<file path="src/pkg/pwm_evt_pkg.sv">
// Overview of operation
// - Rising event is any selected mix of phase match, pin and comparators.
// - Only the first rising event of a period acts; later ones ignored.
// - A rising event after a falling event in the period is suppressed.
// - Accepted rising event pulses falling blanking and dead-band starts.
// - Falling event is any selected mix of duty match, pin and comparators.
// - Only the first falling event of a period acts; later ones ignored.
// - A falling event blocks later rising events in the same period.
// - Accepted falling event pulses rising blanking and dead-band starts.
// - Load request applies pending period, phase, duty together at period reset.
// - Counter counts up from zero to all ones, one step per clock.
// - Wrap from all ones to zero without period event sets overflow flag.
// - Every period event, synchronous or asynchronous, resets the counter.
// - Counter, period, phase and duty are read and written as byte pairs.
// - Clearing module enable returns the counter to its reset value.
// - Counter equal to active period value makes period event, sets flag.
// - Compares use shadow copies refreshed only at period reset after load.
// - Period by match alone lasts period value plus one clocks.
// - Counter equal to active phase value makes rising event, sets flag.
// - Counter equal to active duty value makes falling event, sets flag.
// - Duty equal to phase gives coincident events and zero duty output.
// - Duty never matching gives no falling event and full duty output.
// - After a period event counter clears next edge, then counts from zero.
`default_nettype none
package pwm_evt_pkg;

    // ---------------------------------------------------------------
    // Register map
    // ---------------------------------------------------------------
    localparam int ADDR_W = 4;
    localparam logic [3:0] OFS_CTRL  = 4'h0;
    localparam logic [3:0] OFS_TMRL  = 4'h1;
    localparam logic [3:0] OFS_TMRH  = 4'h2;
    localparam logic [3:0] OFS_PRL   = 4'h3;
    localparam logic [3:0] OFS_PRH   = 4'h4;
    localparam logic [3:0] OFS_PHL   = 4'h5;
    localparam logic [3:0] OFS_PHH   = 4'h6;
    localparam logic [3:0] OFS_DCL   = 4'h7;
    localparam logic [3:0] OFS_DCH   = 4'h8;
    localparam logic [3:0] OFS_RSRC  = 4'h9;
    localparam logic [3:0] OFS_FSRC  = 4'hA;
    localparam logic [3:0] OFS_PSRC  = 4'hB;
    localparam logic [3:0] OFS_FLAGS = 4'hC;

    // ---------------------------------------------------------------
    // Field positions and reset values
    // ---------------------------------------------------------------
    localparam int CTRL_EN_BIT  = 0;
    localparam int CTRL_LD_BIT  = 1;
    localparam int FLG_OVF_BIT  = 0;
    localparam int FLG_PRD_BIT  = 1;
    localparam int FLG_PH_BIT   = 2;
    localparam int FLG_DC_BIT   = 3;
    localparam logic [15:0] TMR_RST  = 16'h0000;
    localparam logic [15:0] PR_RST   = 16'hFFFF;
    localparam logic [15:0] PH_RST   = 16'h0000;
    localparam logic [15:0] DC_RST   = 16'h0000;
    localparam logic [5:0]  RSRC_RST = 6'h01;
    localparam logic [5:0]  FSRC_RST = 6'h01;
    localparam logic [5:0]  PSRC_RST = 6'h01;

    // Source vector: bit 0 is the time base match, then pin, then comparators
    typedef struct packed {
        logic [3:0] cmp;
        logic       pin;
        logic       match;
    } src_t;

    typedef struct packed {
        logic dc;
        logic ph;
        logic prd;
        logic ovf;
    } flags_t;

endpackage
`default_nettype wire

</file>
<file path="src/verilog/pwm_event_time_base.sv">
// Local design decisions: the plain strobed port and the placing of the registers.
`default_nettype none
module pwm_event_time_base
    import pwm_evt_pkg::*;
#(
    parameter int CNT_W = 16
) (
    input  wire logic              MCLK_I,
    input  wire logic              RST_N_I,
    input  wire logic [ADDR_W-1:0] ADDR_I,
    input  wire logic [7:0]        WDATA_I,
    input  wire logic              WR_I,
    input  wire logic              RD_I,
    output logic      [7:0]        RDATA_O,
    input  wire logic              EXT_EVENT_I,
    input  wire logic [3:0]        CMP_SYNC_I,
    output logic                   PERIOD_EVENT_O,
    output logic                   RISE_EVENT_O,
    output logic                   FALL_EVENT_O,
    output logic                   RISE_BLANK_START_O,
    output logic                   FALL_BLANK_START_O,
    output logic                   DEADBAND_START_O,
    output logic                   PWM_O
);

    // ---------------------------------------------------------------
    // Elaboration check
    // ---------------------------------------------------------------
    // Byte-pair access and 16-bit constants fix the width
    if (CNT_W != 16) begin : g_bad_width
        $error("CNT_W must be 16");
    end

    // ---------------------------------------------------------------
    // Functions
    // ---------------------------------------------------------------
    function automatic logic [15:0] put_byte(input logic [15:0] old,
                                             input logic        hi,
                                             input logic [7:0]  b);
        put_byte = hi ? {b, old[7:0]} : {old[15:8], b};
    endfunction

    function automatic logic rise_edge(input logic now, input logic prev);
        rise_edge = now & ~prev;
    endfunction

    // ---------------------------------------------------------------
    // State
    // ---------------------------------------------------------------
    logic [15:0] tmr_r;
    logic [15:0] tmr_nxt;
    logic [15:0] pr_pend_r;
    logic [15:0] ph_pend_r;
    logic [15:0] dc_pend_r;
    logic [15:0] pr_act_r;
    logic [15:0] ph_act_r;
    logic [15:0] dc_act_r;
    logic [5:0]  rsrc_r;
    logic [5:0]  fsrc_r;
    logic [5:0]  psrc_r;
    logic        en_r;
    logic        ld_r;
    logic        ld_nxt;
    flags_t      flags_r;
    flags_t      flags_nxt;
    logic        rise_done_r;
    logic        fall_done_r;
    logic        pin_prev_r;
    logic [3:0]  cmp_prev_r;
    logic        pwm_r;
    logic [7:0]  rdata_r;
    logic        per_ev_r;
    logic        rise_ev_r;
    logic        fall_ev_r;
    logic        rblank_r;
    logic        fblank_r;
    logic        dband_r;

    // ---------------------------------------------------------------
    // Bus decode
    // ---------------------------------------------------------------
    wire wr_ctrl  = WR_I && (ADDR_I == OFS_CTRL);
    wire wr_tmrl  = WR_I && (ADDR_I == OFS_TMRL);
    wire wr_tmrh  = WR_I && (ADDR_I == OFS_TMRH);
    wire wr_flags = WR_I && (ADDR_I == OFS_FLAGS);
    wire wr_en_v  = WDATA_I[CTRL_EN_BIT];
    wire disable_now = wr_ctrl && !wr_en_v;

    // ---------------------------------------------------------------
    // Event sources
    // ---------------------------------------------------------------
    // Async inputs are edge triggered, not level sensitive
    wire       pin_edge = rise_edge(EXT_EVENT_I, pin_prev_r);
    wire [3:0] cmp_edge = CMP_SYNC_I & ~cmp_prev_r;

    wire pr_match = (tmr_r == pr_act_r);
    wire ph_match = (tmr_r == ph_act_r);
    wire dc_match = (tmr_r == dc_act_r);

    src_t per_src;
    src_t rise_src;
    src_t fall_src;
    assign per_src  = '{cmp: cmp_edge, pin: pin_edge, match: pr_match};
    assign rise_src = '{cmp: cmp_edge, pin: pin_edge, match: ph_match};
    assign fall_src = '{cmp: cmp_edge, pin: pin_edge, match: dc_match};

    wire per_raw  = en_r && |(psrc_r & per_src);
    wire rise_raw = en_r && |(rsrc_r & rise_src);
    wire fall_raw = en_r && |(fsrc_r & fall_src);

    // ---------------------------------------------------------------
    // Per-period gating
    // ---------------------------------------------------------------
    // Events in the period-event cycle still belong to the ending period
    wire fall_ok = fall_raw && !fall_done_r;
    wire rise_ok = rise_raw && !rise_done_r
                && !fall_done_r;

    // ---------------------------------------------------------------
    // Counter
    // ---------------------------------------------------------------
    wire wrap = en_r && (tmr_r == 16'hFFFF) && !per_raw;

    always_comb begin
        tmr_nxt = tmr_r;
        if (!en_r) begin
            tmr_nxt = TMR_RST;
        end else if (per_raw) begin
            tmr_nxt = 16'h0000;
        end else begin
            tmr_nxt = tmr_r + 16'h0001;
        end
        if (wr_tmrl) begin
            tmr_nxt = put_byte(tmr_nxt, 1'b0, WDATA_I);
        end
        if (wr_tmrh) begin
            tmr_nxt = put_byte(tmr_nxt, 1'b1, WDATA_I);
        end
        if (disable_now) begin
            tmr_nxt = TMR_RST;
        end
    end

    // ---------------------------------------------------------------
    // Load request and flags
    // ---------------------------------------------------------------
    // A request written in the apply cycle is kept for the next period
    always_comb begin
        ld_nxt = ld_r;
        if (per_raw) begin
            ld_nxt = 1'b0;
        end
        if (wr_ctrl && WDATA_I[CTRL_LD_BIT]) begin
            ld_nxt = 1'b1;
        end
    end

    // Write one to clear; a new event in the same cycle wins
    always_comb begin
        flags_nxt = flags_r;
        if (wr_flags) begin
            flags_nxt = flags_r & ~flags_t'(WDATA_I[3:0]);
        end
        if (wrap) begin
            flags_nxt.ovf = 1'b1;
        end
        if (en_r && pr_match) begin
            flags_nxt.prd = 1'b1;
        end
        if (en_r && ph_match) begin
            flags_nxt.ph = 1'b1;
        end
        if (en_r && dc_match) begin
            flags_nxt.dc = 1'b1;
        end
        if (!en_r) begin
            flags_nxt = '0;
        end
    end

    // ---------------------------------------------------------------
    // Read mux
    // ---------------------------------------------------------------
    logic [7:0] rd_mux;
    always_comb begin
        case (ADDR_I)
            OFS_CTRL:  rd_mux = {6'h00, ld_r, en_r};
            OFS_TMRL:  rd_mux = tmr_r[7:0];
            OFS_TMRH:  rd_mux = tmr_r[15:8];
            OFS_PRL:   rd_mux = pr_pend_r[7:0];
            OFS_PRH:   rd_mux = pr_pend_r[15:8];
            OFS_PHL:   rd_mux = ph_pend_r[7:0];
            OFS_PHH:   rd_mux = ph_pend_r[15:8];
            OFS_DCL:   rd_mux = dc_pend_r[7:0];
            OFS_DCH:   rd_mux = dc_pend_r[15:8];
            OFS_RSRC:  rd_mux = {2'h0, rsrc_r};
            OFS_FSRC:  rd_mux = {2'h0, fsrc_r};
            OFS_PSRC:  rd_mux = {2'h0, psrc_r};
            OFS_FLAGS: rd_mux = {4'h0, flags_r};
            default:   rd_mux = 8'h00;
        endcase
    end

    // ---------------------------------------------------------------
    // Registers
    // ---------------------------------------------------------------
    always_ff @(posedge MCLK_I) begin
        if (!RST_N_I) begin
            tmr_r   <= TMR_RST;
            ld_r    <= 1'b0;
            en_r    <= 1'b0;
            flags_r <= '0;
            rdata_r <= 8'h00;
        end else begin
            tmr_r   <= tmr_nxt;
            ld_r    <= ld_nxt;
            flags_r <= flags_nxt;
            rdata_r <= RD_I ? rd_mux : 8'h00;
            if (wr_ctrl) begin
                en_r <= wr_en_v;
            end
        end
    end

    // Software only touches pending copies
    always_ff @(posedge MCLK_I) begin
        if (!RST_N_I) begin
            pr_pend_r <= PR_RST;
            ph_pend_r <= PH_RST;
            dc_pend_r <= DC_RST;
            rsrc_r    <= RSRC_RST;
            fsrc_r    <= FSRC_RST;
            psrc_r    <= PSRC_RST;
        end else if (WR_I) begin
            case (ADDR_I)
                OFS_PRL:  pr_pend_r <= put_byte(pr_pend_r, 1'b0, WDATA_I);
                OFS_PRH:  pr_pend_r <= put_byte(pr_pend_r, 1'b1, WDATA_I);
                OFS_PHL:  ph_pend_r <= put_byte(ph_pend_r, 1'b0, WDATA_I);
                OFS_PHH:  ph_pend_r <= put_byte(ph_pend_r, 1'b1, WDATA_I);
                OFS_DCL:  dc_pend_r <= put_byte(dc_pend_r, 1'b0, WDATA_I);
                OFS_DCH:  dc_pend_r <= put_byte(dc_pend_r, 1'b1, WDATA_I);
                OFS_RSRC: rsrc_r <= WDATA_I[5:0];
                OFS_FSRC: fsrc_r <= WDATA_I[5:0];
                OFS_PSRC: psrc_r <= WDATA_I[5:0];
                default:  ;
            endcase
        end
    end

    // Shadows move only together at a period reset
    always_ff @(posedge MCLK_I) begin
        if (!RST_N_I) begin
            pr_act_r <= PR_RST;
            ph_act_r <= PH_RST;
            dc_act_r <= DC_RST;
        end else if (per_raw && ld_r) begin
            pr_act_r <= pr_pend_r;
            ph_act_r <= ph_pend_r;
            dc_act_r <= dc_pend_r;
        end
    end

    // ---------------------------------------------------------------
    // Gating, waveform and start pulses
    // ---------------------------------------------------------------
    always_ff @(posedge MCLK_I) begin
        if (!RST_N_I || !en_r) begin
            rise_done_r <= 1'b0;
            fall_done_r <= 1'b0;
            pwm_r       <= 1'b0;
            per_ev_r    <= 1'b0;
            rise_ev_r   <= 1'b0;
            fall_ev_r   <= 1'b0;
            rblank_r    <= 1'b0;
            fblank_r    <= 1'b0;
            dband_r     <= 1'b0;
        end else begin
            rise_done_r <= !per_raw && (rise_done_r || rise_ok);
            fall_done_r <= !per_raw && (fall_done_r || fall_ok);
            // Falling wins a tie, so equal phase and duty never drive high
            if (fall_ok) begin
                pwm_r <= 1'b0;
            end else if (rise_ok) begin
                pwm_r <= 1'b1;
            end
            per_ev_r  <= per_raw;
            rise_ev_r <= rise_ok;
            fall_ev_r <= fall_ok;
            fblank_r  <= rise_ok;
            rblank_r  <= fall_ok;
            dband_r   <= rise_ok || fall_ok;
        end
    end

    // Sampling history, not a synchroniser: inputs are already synchronous
    always_ff @(posedge MCLK_I) begin
        if (!RST_N_I) begin
            pin_prev_r <= 1'b0;
            cmp_prev_r <= 4'h0;
        end else begin
            pin_prev_r <= EXT_EVENT_I;
            cmp_prev_r <= CMP_SYNC_I;
        end
    end

    assign RDATA_O            = rdata_r;
    assign PERIOD_EVENT_O     = per_ev_r;
    assign RISE_EVENT_O       = rise_ev_r;
    assign FALL_EVENT_O       = fall_ev_r;
    assign RISE_BLANK_START_O = rblank_r;
    assign FALL_BLANK_START_O = fblank_r;
    assign DEADBAND_START_O   = dband_r;
    assign PWM_O              = pwm_r;

    // ---------------------------------------------------------------
    // Assertions
    // ---------------------------------------------------------------
    property p_second_rise;
        @(posedge MCLK_I) disable iff (!RST_N_I)
        (rise_ev_r && !per_ev_r && en_r && !per_raw) ##1 !per_raw
        |=> !rise_ev_r;
    endproperty
    a_second_rise: assert property (p_second_rise)
        else $error("second rising event in one period");

    property p_rise_after_fall;
        @(posedge MCLK_I) disable iff (!RST_N_I)
        fall_done_r && !per_raw |=> !rise_ev_r;
    endproperty
    a_rise_after_fall: assert property (p_rise_after_fall)
        else $error("rising event after falling event");

    property p_fall_once;
        @(posedge MCLK_I) disable iff (!RST_N_I)
        fall_done_r && !per_raw |=> !fall_ev_r;
    endproperty
    a_fall_once: assert property (p_fall_once)
        else $error("second falling event in one period");

    property p_starts;
        @(posedge MCLK_I) disable iff (!RST_N_I)
        en_r && rise_ok |=> fblank_r && dband_r;
    endproperty
    a_starts: assert property (p_starts)
        else $error("rising event did not start timers");

    property p_fstarts;
        @(posedge MCLK_I) disable iff (!RST_N_I)
        en_r && fall_ok |=> rblank_r && dband_r && !pwm_r;
    endproperty
    a_fstarts: assert property (p_fstarts)
        else $error("falling event did not start timers");

    property p_period_reset;
        @(posedge MCLK_I) disable iff (!RST_N_I)
        en_r && per_raw && !WR_I |=> tmr_r == 16'h0000
            ##1 (tmr_r == 16'h0001 || $past(per_raw) || !en_r || $past(WR_I));
    endproperty
    a_period_reset: assert property (p_period_reset)
        else $error("counter did not restart after period event");

    property p_load;
        @(posedge MCLK_I) disable iff (!RST_N_I)
        per_raw && ld_r |=> pr_act_r == $past(pr_pend_r)
            && ph_act_r == $past(ph_pend_r)
            && dc_act_r == $past(dc_pend_r)
            && (!ld_r || $past(wr_ctrl));
    endproperty
    a_load: assert property (p_load)
        else $error("pending values not applied");

    property p_hold;
        @(posedge MCLK_I) disable iff (!RST_N_I)
        !per_raw |=> $stable(pr_act_r) && $stable(ph_act_r)
            && $stable(dc_act_r);
    endproperty
    a_hold: assert property (p_hold)
        else $error("shadow changed outside period reset");

    property p_ovf;
        @(posedge MCLK_I) disable iff (!RST_N_I)
        wrap && !wr_ctrl && !wr_tmrl && !wr_tmrh
            |=> flags_r.ovf && tmr_r == 16'h0000;
    endproperty
    a_ovf: assert property (p_ovf)
        else $error("overflow flag not set on wrap");

    property p_disable;
        @(posedge MCLK_I) disable iff (!RST_N_I)
        !en_r && !WR_I |=> tmr_r == TMR_RST && flags_r == '0;
    endproperty
    a_disable: assert property (p_disable)
        else $error("counter not reset while disabled");

endmodule
`default_nettype wire
</file>
<file path="config.mk">
export PLATFORM = sky130hd
export DESIGN_NAME = pwm_event_time_base
export DESIGN_NICKNAME = d
export VERILOG_FILES = /design/src/pkg/pwm_evt_pkg.sv /design/src/verilog/pwm_event_time_base.sv
export SDC_FILE = /design/constraint.sdc
export NUM_CORES = 1
export LEC_CHECK = 0
export ABC_CLOCK_PERIOD_IN_PS = 1800
export BUFFER_PORTS_ARGS = -buffer_cell sky130_fd_sc_hd__buf_4
export CAP_MARGIN = 20
export CORE_MARGIN = 2
export CORE_UTILIZATION = 35
export DETAILED_ROUTE_END_ITERATION = 16
export RECOVER_POWER = 50
export SYNTH_ARGS = -nofsm -noshare
export SYNTH_HDL_FRONTEND = slang
export SYNTH_SLANG_ARGS = --single-unit
</file>
<file path="constraint.sdc">
create_clock -name MCLK_I -period 1.8 [get_ports MCLK_I]
set_input_delay 0.18 -clock MCLK_I [delete_from_list [all_inputs] [get_ports MCLK_I]]
set_output_delay 0.18 -clock MCLK_I [all_outputs]
set_load 0.01 [all_outputs]
</file>
## Word-level counts from Yosys, hierarchy flattened

Index checks and enable logic that the tools add are counted.

| word-level totals | value |
|---|---|
| register bits | 156 |
| input port bits | 21 |
| word-level logic and storage cells | 129 |

| cells by class | value |
|---|---|
| add/subtract/negate cells | 1 |
| equality and inequality tests | 16 |
| multiplexer cells | 15 |
| bitwise operators | 16 |
| reduce and logical (&&, ||, !) cells | 52 |

Operator list:

| operator | number |
|---|---|
| case mux 8 bit (13 select lines) | 1 |
| case mux 16 bit (2 select lines) | 3 |
| == test 16 bit | 3 |
| two-way mux 16 bit | 3 |
| == test 4 bit, second input constant | 5 |
| logical AND 1 bit | 20 |
| AND 6 bit | 3 |
| AND reduction 3 bit | 6 |
| OR reduction 6 bit | 3 |
| adder 16 x 1 -> 16 bit, second input constant | 1 |
| == test 16 bit, second input constant | 1 |
| == test 4 x 3 -> 1 bit, second input constant | 4 |
| AND reduction 2 bit | 5 |
| nonzero test 2 bit | 5 |
| AND 4 bit | 2 |
| == test 4 x 2 -> 1 bit, second input constant | 2 |
| two-way mux 8 bit | 1 |
| NOT 1 bit | 8 |
| NOT 4 bit | 2 |
| zero test 1 bit | 6 |
| two-way mux 1 bit | 6 |
| == test 4 x 1 -> 1 bit, second input constant | 1 |
| zero test 4 bit | 1 |
| logical OR 1 bit | 4 |
| other kinds (3) | 4 |

## Logic depth before layout (Yosys ltp)

Gate-level depths: netlist of run 1.

| logic depth | value |
|---|---|
| word-level depth | 9 |
| gate-level depth with buffers | 8 |
| gate-level depth less buffers | 6 |

## Worst setup path before layout of run 1

OpenSTA, ideal clock, no wires.

| timing | value |
|---|---|
| path type | register -> register |
| from | reg tmr_r[1] |
| to | reg pr_act_r[9] |
| arrival time | 1.651 ns |
| required time | 1.656 ns |
| setup slack | 0.005 ns |
| stages on the path, launching flop included | 9 |
| period minus slack after synthesis | 1.795 ns |
| path through | dfxtp_1 > clkbuf_1 > xor2_1 > nor4_1 > nand4_1 > buf_2 > buf_2 > o221ai_2 > o311ai_2 |

| on the way | value |
|---|---|
| longest elaborated chain between the ends | 5 |

RTL lines:

| element | line | source |
|---|---|---|
| from (decl) | pwm_event_time_base.sv:50 | `logic [15:0] tmr_r;` |
| from (signal assigned) | pwm_event_time_base.sv:215 | `tmr_r <= tmr_nxt;` |
| == test 16 bit | pwm_event_time_base.sv:96 | `wire pr_match = (tmr_r == pr_act_r);` |
| AND 6 bit | pwm_event_time_base.sv:107 | `wire per_raw = en_r && \|(psrc_r & per_src);` |
| OR reduction 6 bit | pwm_event_time_base.sv:107 |  |
| logical AND 1 bit | pwm_event_time_base.sv:107 |  |
| logical AND 1 bit | pwm_event_time_base.sv:256 | `end else if (per_raw && ld_r) begin` |
| to (signal assigned) | pwm_event_time_base.sv:257 | `pr_act_r <= pr_pend_r;` |
| to (decl) | pwm_event_time_base.sv:55 | `logic [15:0] pr_act_r;` |

Every way passes these cells.
A chain may end at the register's enable or synchronous reset.

## Worst setup path in the final report of run 1

| timing | value |
|---|---|
| from | reg pr_act_r[2] |
| to | reg ph_act_r[8] |

| on the way | value |
|---|---|
| longest elaborated chain between the ends | 5 |

RTL lines:

| element | line | source |
|---|---|---|
| == test 16 bit | pwm_event_time_base.sv:96 |  |
| AND 6 bit | pwm_event_time_base.sv:107 |  |
| OR reduction 6 bit | pwm_event_time_base.sv:107 |  |
| logical AND 1 bit | pwm_event_time_base.sv:107 |  |
| logical AND 1 bit | pwm_event_time_base.sv:256 |  |
| to (signal assigned) | pwm_event_time_base.sv:258 | `ph_act_r <= ph_pend_r;` |
| to (decl) | pwm_event_time_base.sv:56 | `logic [15:0] ph_act_r;` |

Every way passes these cells.

==> flow_metrics.py, run 1 <==
metrics = {
    "detailed_routing": {
        "drcViolationCount": 0,
        "drt_iter0_markers": 825,
        "post_drt_wl_per_cell_um": 21.2,
        "drt_wl_total_um": 26100,
        "final_antenna_net_count": 0,
        "via_per_inst": 5.62,
        "vias": 6908,
        "firstDrtPassIters": 7,
    },
    "job": {
        "drv_cap": 0,
    },
    "global_route": {
        "grt_max_degree": 101,
        "grt_util_all_layers": 0.223,
        "grt_pass1_wl_um": 39500,
        "overflow": 0,
        "grt_pass1_vias": 6551,
        "antenna_found_initial": 1,
    },
    "yosys": {
        "synth.top_cell.area_share": 0.407,
        "syn_inst": 868,
        "yosysMostFrequentCell": "dfxtp_1",
        "ys_top_cells_by_area": "dfxtp_1 41%, mux2i_1 8.9%, nand2_1 6.5%",
        "synth_top_cell_by_area": "dfxtp_1",
        "syn_area_per_cell_um2": 8.85,
        "synth_edf_count": 0,
        "ys.flop_type": "dfxtp_1",
        "ys_seq_area_frac": 0.407,
        "syn-num-nets": 890,
        "syn_area_um2": 7680,
        "synthTopCellsByCount": "156 x dfxtp_1, 134 x nand2_1, 68 x mux2i_1",
        "ys_seq_elements": 156,
        "synthArstFlopShare": 0,
        "yosys_warnings": 0,
        "netlist-cell-type-count": 58,
    },
    "placement": {
        "dp.final_hpwl_um": 18200,
        "post_dp_cell_area_um2": 8630,
        "placement.io_buffers": 35,
        "gp_congestion": 0.979,
        "pre_cts_ws_ps": -144,
        "dpl.cell_count": 1188,
    },
    "cts": {
        "clockBufferDepth": 2,
        "cts_tree": "done",
        "clk_pin_slew_ps": 60,
        "ctsHtreeMaxLevel": 4,
        "cts_sinks": 156,
        "root_buffer": "clkbuf_16",
        "cts_buffers": 17,
        "insertion_delay_ps": 430,
    },
    "layout": {
        "layout.nets": 959,
        "layout-drive-gt1-share": 0.193,
        "fin_area_um2": 9380,
        "instances_no_fill": 1230,
        "area_growth_pct": 22.1,
        "diodes": 0,
    },
    "timing": {
        "max_freq_mhz": 523,
        "setup_slack_ps": -113,
        "setup_viol": 79,
        "hold_viol": 0,
        "finClkSkew_ps": 10.4,
        "period_needed_ps": 1910,
        "fin_crit_sh": 1.06,
        "relSlewSlack": 0.260,
        "slew_violations": 0,
        "tightest_slew_ps": 1110,
        "rsz0062_at_grt": "true",
    },
    "setup_path": {
        "worstPathArrival_ps": 2270,
        "setup.worst_path.end_class": "flop",
        "reg2reg_slack_ps": -110,
        "r2r_cells": 7,
        "worstReg2RegStart": "pr_act_r[2]$_SDFFE_PN1P_",
        "critPathRequiredTime_ps": 2150,
        "crit_fanout": 10,
        "path_class": "reg -> reg",
        "crit_end": "ph_act_r[8]$_SDFFE_PN0P_",
        "startpoint": "pr_act_r[2]$_SDFFE_PN1P_",
        "startpoint_type": "flop",
        "rr_endpoint": "ph_act_r[8]$_SDFFE_PN0P_",
    },
    "power_and_ir_drop": {
        "power_density_nw_per_um2": 800,
        "p_leak_nw": 3.52,
        "vdd_drop_max_uv": 625,
        "p_total_mw": 7.50,
    },
    "floorplan": {
        "rows": 54,
        "die-area_um2": 23200,
        "start_util": 0.354,
        "die_h_um": 152,
        "die_w_um": 152,
        "core_area_um2": 21700,
        "io_pins": 36,
    },
    "worst_hold_path": {
        "worstHoldPathType": "in -> reg",
    },
    "status": {
        "status": "finished, violations left",
        "violations": "negative setup slack",
    },
}
[placed cells by master, fill, tap and decap left out, types with 11 or more instances in the layout]
cell type	count
dfxtp_1	151
nand2_1	134
buf_4	85
mux2i_1	68
nor2b_1	48
xor2_1	40
nand3_1	31
inv_1	31
xnor2_1	22
nor2_1	22
o211ai_1	20
a21oi_1	17
a21boi_0	17
clkbuf_16	17
clkbuf_1	17
o21ai_0	15
a22oi_1	13
and3_1	13
o221ai_1	11
o311ai_1	11
[how the worst min path moves through the flow]
| stage | cells past startpoint | from | end | slack (ps) |
|---|---|---|---|---|
| final | 2 | RST_N_I | pr_act_r[12]$_SDFFE_PN1P_ | 60 |
| after global routing | 2 | RST_N_I | pr_act_r[13]$_SDFFE_PN1P_ | 50 |
| after CTS | 2 | RST_N_I | pr_act_r[13]$_SDFFE_PN1P_ | 40 |
| after detailed placement | 2 | CMP_SYNC_I[2] | cmp_prev_r[2]$_SDFF_PN0_ | 390 |
| after global placement | 2 | CMP_SYNC_I[2] | cmp_prev_r[2]$_SDFF_PN0_ | 390 |
| after floorplan | 1 | CMP_SYNC_I[0] | cmp_prev_r[0]$_SDFF_PN0_ | 300 |
[worst max-delay path, stage by stage, from the launching register on]
cell and delay, ps:
dfxtp_2 340, xor2_1 160, nor4_1 330, nand4_1 200, buf_4 190, o22ai_4 220
buf_8 210, mux2i_1 200
[through the flow]
stage | setup TNS (ps) | utilization | hold slack [ps]
after global routing | -14630 | 0.432 | 50.5
after CTS | -2590 | 0.430 | 38.5
after floorplan | 0 | - | 302
after detailed placement | -5240 | 0.398 | 393
after global placement | -5790 | 0.398 | 392
final | -5210 | 0.432 | 55.8
[cell families after synthesis]
group	share of synthesized area
adders and majority gates	0.00163
and+or+nand+nor	0.183
xor gates and xnor gates	0.0707
DFF	0.407
buffers and inverters	0.0622
muxes	0.105
AOI/OAI and AO/OA	0.172
[power by group]
group	internal [mW]	total (mW)	switching, mW
sequential	3.49	3.53	0.0378
combinational	0.218	0.579	0.361
clock	1.88	3.39	1.51
total	5.59	7.50	1.90
[state kept, by name, indices dropped and copies added (netlist names)]
| signal | cells |
|---|---|
| dc_act_r | 16 |
| dc_pend_r | 16 |
| ph_act_r | 16 |
| ph_pend_r | 16 |
| pr_act_r | 16 |
| pr_pend_r | 16 |
| tmr_r | 16 |
| RDATA_O | 8 |
| fsrc_r | 6 |
| psrc_r | 6 |
| rsrc_r | 6 |
| cmp_prev_r | 4 |
| flags_r | 4 |
| DEADBAND_START_O | 1 |
| FALL_BLANK_START_O | 1 |
| PERIOD_EVENT_O | 1 |
| PWM_O | 1 |
| RISE_BLANK_START_O | 1 |
| en_r | 1 |
| fall_done_r | 1 |
| ld_r | 1 |
| pin_prev_r | 1 |
| rise_done_r | 1 |
[per-layer routing]
layer	vias up	track usage	wire length, µm
met3	66	0.0538	2250
met4	0	0.0948	941
li1	3209	-	-
met5	-	0	0
met2	324	0.335	11500
met1	3309	0.307	11400
[cell type report]
cell class,instances,area [µm²]
Sequential cell,156,3130
Clock buffer,21,470
Multi-Input combinational cell,605,4250
Fill cell,2101,12300
Clock inverter,11,85.1
Tap cell,280,350
Inverter,31,116
Timing Repair Buffer,126,977
[timing repair]
item | CTS | global route
hold endpoints to repair | 5 | 0
resized for setup | 28 | 37
endpoints found under the setup margin | 59 | 73
cloned | 2 | 1
buffers inserted | 5 | 0
pin swaps | 6 | 14
hold buffers | 5 | 0
Note: power is estimated with default switching activity, not from simulation.
==> inputs of run 2 (changes only) <==
--- a/config.mk
+++ b/config.mk
@@ -11,6 +11,7 @@
 export CORE_MARGIN = 2
 export CORE_UTILIZATION = 35
 export DETAILED_ROUTE_END_ITERATION = 16
+export PLACE_DENSITY = 0.52
 export RECOVER_POWER = 50
 export SYNTH_ARGS = -nofsm -noshare
 export SYNTH_HDL_FRONTEND = slang
==> run 2 against run 1 <==
Net effect: the flow still finishes with violations (negative setup slack); routed wire length up 6.3%; worst setup slack worse by 36 ps; count of clock-buffer cells in the layout up 2; cell count up 0.41%; via count down 2.3%; combinational power up 5.4%; utilization up 1.5 points; sequential share of layout area down 1.1 points; sequential cell count unchanged; power up 3.4%; clock power up 6.5%; critical path type unchanged.
==> flow_metrics.py, run 2 (synthesized netlist as in run 1, its figures left out) <==
metrics = {
    "status": {
        "status": "finished, violations left",
        "violations": "negative setup slack",
    },
    "floorplan": {
        "die_h_um": 152,
        "io_pins": 36,
        "start_util": 0.354,
        "die_w_um": 152,
        "rows": 54,
        "die-area_um2": 23200,
        "core_area_um2": 21700,
    },
    "global_route": {
        "grt_pass1_wl_um": 41400,
        "grt_pass1_vias": 6556,
        "overflow": 0,
        "grt_max_degree": 66,
        "antenna_found_initial": 0,
        "grt_util_all_layers": 0.237,
    },
    "layout": {
        "instances_no_fill": 1235,
        "layout-drive-gt1-share": 0.198,
        "fillers": 2111,
        "mostFrequentLayoutCell": "dfxtp_1",
        "diodes": 0,
        "fin_util": 0.448,
        "layout.nets": 964,
        "layout_common_cells": "150 x dfxtp_1, 134 x nand2_1, 73 x buf_4",
        "regArea_um2": 3130,
        "multi_input_area_um2": 4370,
        "area_growth_pct": 26.4,
    },
    "timing": {
        "setup_viol": 69,
        "relSlewSlack": 0.512,
        "tightest_slew_ps": 732,
        "setup_slack_ps": -150,
        "finClkSkew_ps": 8.93,
        "max_freq_mhz": 513,
        "slew_violations": 0,
        "period_needed_ps": 1950,
        "whs_ps": 64.2,
        "rsz0062_at_grt": "true",
        "hold_viol": 0,
        "fin_crit_sh": 1.08,
    },
    "cts": {
        "cts_sinks": 156,
        "cts_buffers": 17,
        "insertion_delay_ps": 430,
        "ctsHtreeMaxLevel": 4,
        "cts_tree": "done",
        "root_buffer": "clkbuf_16",
        "clockBufferDepth": 2,
        "clk_pin_slew_ps": 70,
    },
    "setup_path": {
        "critPathTopFamily": "buffers and inverters",
        "path_class": "reg -> reg",
        "crit_fanout": 6,
        "cp_slowest_cell": "dfxtp_1",
        "worstPathArrival_ps": 2240,
        "startpoint_type": "flop",
        "max_stage_delay_ps": 340,
        "critical_path_buf_inv_count": 4,
        "crit_top_cell": "buf_6",
        "setup.worst_path.end_class": "flop",
        "path_cells": "xor2_1 -> nor4_2 -> nand4_1 -> buf_6 -> buf_6 -> buf_6 -> buf_8 -> o221ai_4 -> o311ai_2",
        "critPathRequiredTime_ps": 2090,
    },
    "detailed_routing": {
        "final_antenna_net_count": 0,
        "drt_wl_total_um": 27700,
        "via_per_inst": 5.46,
        "vias": 6747,
        "drcViolationCount": 0,
        "post_drt_wl_per_cell_um": 22.5,
        "drt_iter0_markers": 616,
        "firstDrtPassIters": 5,
    },
    "power_and_ir_drop": {
        "p_sw_frac": 0.246,
        "vdd_drop_max_uv": 546,
        "p_leak_nw": 3.62,
        "power_density_nw_per_um2": 799,
        "power_frac_seq": 0.455,
        "pwr-share-clk": 0.466,
        "pwr-share-comb": 0.079,
        "cellInternalPower_mw": 5.85,
        "power.switching_mw": 1.91,
    },
    "placement": {
        "gp_congestion": 0.903,
        "dpl.cell_count": 1187,
        "pre_cts_ws_ps": -156,
        "placement.io_buffers": 35,
        "dp.final_hpwl_um": 18900,
    },
    "job": {
        "drv_cap": 0,
    },
    "worst_hold_path": {
        "worstHoldPathType": "in -> reg",
    },
}
run 2: changes by cell type in the layout (fill, tap and decap cells not counted), sizes merged, moves of 2 or more:
cell / change
buf: +2
bufinv: +2
clkbuf: +6
clkinv: +3
clkinvlp: -5
inv: -2
o21a: -2
run 2: power by group through the flow:
stage	logic (mW)	registers (mW)	clock network [mW]
after CTS	0.597	3.53	3.65
after detailed placement	0.572	3.60	0
after floorplan	0.316	3.59	0
after global routing	0.649	3.53	3.81
after global placement	0.574	3.60	0
final	0.610	3.53	3.61
run 2: path summary, 6_finish.rpt:
path,end,slack (ps),depth (start not counted),start
worst min register to register,ph_act_r[14]$_SDFFE_PN0P_,470,2,ph_act_r[14]$_SDFFE_PN0P_
worst min-delay path,tmr_r[6]$_SDFF_PP0_,60,3,WDATA_I[6]
worst max register to register,pr_act_r[10]$_SDFFE_PN1P_,-150,9,pr_act_r[13]$_SDFFE_PN1P_
worst max-delay path,pr_act_r[10]$_SDFFE_PN1P_,-150,9,pr_act_r[13]$_SDFFE_PN1P_
run 2: timing repair:
item / CTS / global route
hold endpoints to repair: 5 / 0
gates cloned: 4 / 1
setup endpoints to repair: 72 / 74
buffers inserted: 7 / 1
hold buffers: 5 / 0
gates resized for setup: 51 / 38
pin swaps: 15 / 10
run 2: final cells by class:
cell class,count,area share
clock buffer,23,0.0482
clock inverter,9,0.0116
multi-input combinational,603,0.450
inverter,31,0.0120
tap,280,0.0361
sequential,156,0.323
timing repair buffer,133,0.120
run 2: layer usage:
metal,GRT usage,vias to the layer above,share of wire
li1,-,3213,-
met1,0.332,3284,0.47
met2,0.366,206,0.45
met3,0.0501,44,0.053
met4,0.0757,0,0.026
met5,0,-,0
run 2: through the flow:
step                total power [mW]  TNS (ps)  cell area, µm²
floorplan                       3.90         0            7680
global placement                4.18     -6020            8660
global route                    7.99    -11000            9710
finish                          7.75     -6160            9710
detailed placement              4.18     -6400            8660
CTS                             7.78     -4540            9570
run 2: worst reg2reg max path, stage by stage, from the launching register on:
cell      delay, ps
dfxtp_1         340
xor2_1          190
nor4_2          300
nand4_1         180
buf_6           180
buf_6           120
buf_6           120
buf_8           130
o221ai_4        150
o311ai_2        120
==> inputs of run 3 (changes only) <==
--- a/config.mk
+++ b/config.mk
@@ -5,7 +5,7 @@
 export SDC_FILE = /design/constraint.sdc
 export NUM_CORES = 1
 export LEC_CHECK = 0
-export ABC_CLOCK_PERIOD_IN_PS = 1800
+export ABC_CLOCK_PERIOD_IN_PS = 1600
 export BUFFER_PORTS_ARGS = -buffer_cell sky130_fd_sc_hd__buf_4
 export CAP_MARGIN = 20
 export CORE_MARGIN = 2
==> constraint.sdc (replaced) <==
create_clock -name MCLK_I -period 1.6 [get_ports MCLK_I]
set_input_delay 0.16 -clock MCLK_I [delete_from_list [all_inputs] [get_ports MCLK_I]]
set_output_delay 0.16 -clock MCLK_I [all_outputs]
set_load 0.01 [all_outputs]
==> run 3 against run 2 <==
Net effect: count of clock-buffer cells in the layout fell by 1; largest cell class unchanged; highest routed layer unchanged; largest power group is now sequential cells; clock power rose by 6.4%; worst setup slack got worse by 210 ps; critical endpoint is now ph_act_r[13]$_SDFFE_PN0P_; power rose by 10%; cell count rose by 3.6%; sequential cell count did not move; the flow still finishes with violations (negative setup slack).
==> flow_metrics.py, run 3 (synthesized netlist as in run 1, its figures left out) <==
metrics = {
    "cts": {
        "clockBufferDepth": 2,
        "insertion_delay_ps": 430,
        "clk_pin_slew_ps": 70,
        "ctsHtreeMaxLevel": 4,
        "cts_buffers": 17,
        "cts_sinks": 156,
        "cts_tree": "done",
        "root_buffer": "clkbuf_16",
    },
    "power_and_ir_drop": {
        "pwr-share-comb": 0.085,
        "p_total_mw": 8.53,
        "p_leak_nw": 3.83,
        "pwr-share-clk": 0.450,
        "power_density_nw_per_um2": 857,
        "vdd_drop_max_uv": 692,
        "p_sw_frac": 0.250,
        "power_frac_seq": 0.465,
        "cellInternalPower_mw": 6.40,
        "power.switching_mw": 2.13,
    },
    "layout": {
        "fin_util": 0.459,
        "layout_common_cells": "146 x dfxtp_1, 133 x nand2_1, 121 x buf_4",
        "diodes": 0,
        "layout-drive-gt1-share": 0.240,
        "fin_area_um2": 9950,
        "instances_no_fill": 1280,
        "mostFrequentLayoutCell": "dfxtp_1",
        "area_growth_pct": 29.5,
        "layout.nets": 1009,
    },
    "setup_path": {
        "r2r_cells": 8,
        "worstPathArrival_ps": 2310,
        "startpoint": "pr_act_r[6]$_SDFFE_PN1P_",
        "startpoint_type": "flop",
        "setup.worst_path.end_class": "flop",
        "crit_fanout": 7,
        "reg2reg_slack_ps": -360,
        "critPathRequiredTime_ps": 1950,
        "path_class": "reg -> reg",
        "worstReg2RegStart": "pr_act_r[6]$_SDFFE_PN1P_",
        "rr_endpoint": "ph_act_r[13]$_SDFFE_PN0P_",
    },
    "timing": {
        "relSlewSlack": 0.473,
        "fin_crit_sh": 1.22,
        "max_freq_mhz": 511,
        "finClkSkew_ps": 10.3,
        "period_needed_ps": 1960,
        "fin_setup_tns_ps": -19660,
        "setup_viol": 76,
        "rsz0062_at_grt": "true",
        "setup_slack_ps": -356,
        "whs_ps": 37.3,
        "slew_violations": 0,
        "tightest_slew_ps": 790,
        "hold_viol": 0,
    },
    "placement": {
        "post_dp_cell_area_um2": 8920,
        "gp_congestion": 0.941,
        "dpl.cell_count": 1222,
        "dp.final_hpwl_um": 19900,
        "pre_cts_ws_ps": -481,
        "placement.io_buffers": 35,
    },
    "worst_hold_path": {
        "hold_depth": 2,
        "worstHoldPathType": "in -> reg",
        "hold_start": "RST_N_I",
        "hold_end": "pr_act_r[12]$_SDFFE_PN1P_",
    },
    "global_route": {
        "grt_util_all_layers": 0.242,
        "grt_pass1_wl_um": 42300,
        "antenna_found_initial": 0,
        "overflow": 0,
        "grt_max_degree": 103,
        "grt_pass1_vias": 6786,
    },
    "floorplan": {
        "core_area_um2": 21700,
        "io_pins": 36,
        "rows": 54,
        "die-area_um2": 23200,
        "die_w_um": 152,
        "start_util": 0.354,
        "die_h_um": 152,
    },
    "status": {
        "violations": "negative setup slack",
        "status": "finished, violations left",
    },
    "detailed_routing": {
        "drcViolationCount": 0,
        "vias": 7053,
        "firstDrtPassIters": 5,
        "final_antenna_net_count": 0,
        "drt_iter0_markers": 691,
        "post_drt_wl_per_cell_um": 22.0,
        "drt_wl_total_um": 28200,
        "via_per_inst": 5.51,
    },
    "job": {
        "drv_cap": 0,
    },
}
==> run 3: cell count changes in the layout (fill, tap and decap cells not counted), sizes merged <==
cell / change
inv: -1
o21a: +2
dlygate4sd3: +1
clkinvlp: +2
buf: +45
clkbuf: -4
bufinv: -1
clkinv: +1
==> run 3: layer usage <==
layer  part of all wire  global-route usage  wire [µm]
met2               0.45               0.370      12600
met1               0.46               0.337      13100
met3              0.066              0.0583       1860
met4              0.020              0.0757        575
met5                  0                   0          0
==> run 3: area by class of cell <==
cell class	instances	area, µm²
multi-input cells	605	4320
clock inverters	10	93.8
inverters	31	116
flip-flops and latches	156	3150
repair buffers	176	1470
fillers	2145	11700
well taps	280	350
clock buffers	22	454
==> run 3: worst max path at each step <==
stage | depth (start not counted) | to
2_1_floorplan | 7 | tmr_r[9]$_SDFF_PP0_
3_3_place_gp | 7 | ph_act_r[4]$_SDFFE_PN0P_
3_5_place_dp | 7 | ph_act_r[3]$_SDFFE_PN0P_
4_1_cts | 8 | ph_act_r[13]$_SDFFE_PN0P_
5_1_grt | 8 | dc_act_r[2]$_SDFFE_PN0P_
6_report | 8 | ph_act_r[13]$_SDFFE_PN0P_
==> run 3: critical path: stages, from the launching register on <==
cell and delay (ps):
dfxtp_2 330, xor2_2 170, nor4_2 310, nand4_1 200, buf_4 200, o22ai_4 150
buf_12 180, buf_12 150, mux2i_1 200
==> run 3: repair_timing <==
item / 4_1_cts / 5_1_grt
pin swaps: 21 / 11
resized for setup: 65 / 35
gates cloned: 4 / 2
hold buffers: 6 / 0
hold endpoints to repair: 7 / 0
setup buffers: 16 / 3
setup endpoints to repair: 77 / 80
==> run 3: power by group through the flow <==
| stage | logic, mW | clock network [mW] | registers, mW |
|---|---|---|---|
| finish | 0.726 | 3.84 | 3.96 |
| global route | 0.768 | 4.08 | 3.96 |
| CTS | 0.722 | 3.90 | 3.96 |
| detailed placement | 0.686 | 0 | 4.05 |
| global placement | 0.688 | 0 | 4.05 |
| floorplan | 0.358 | 0 | 4.04 |
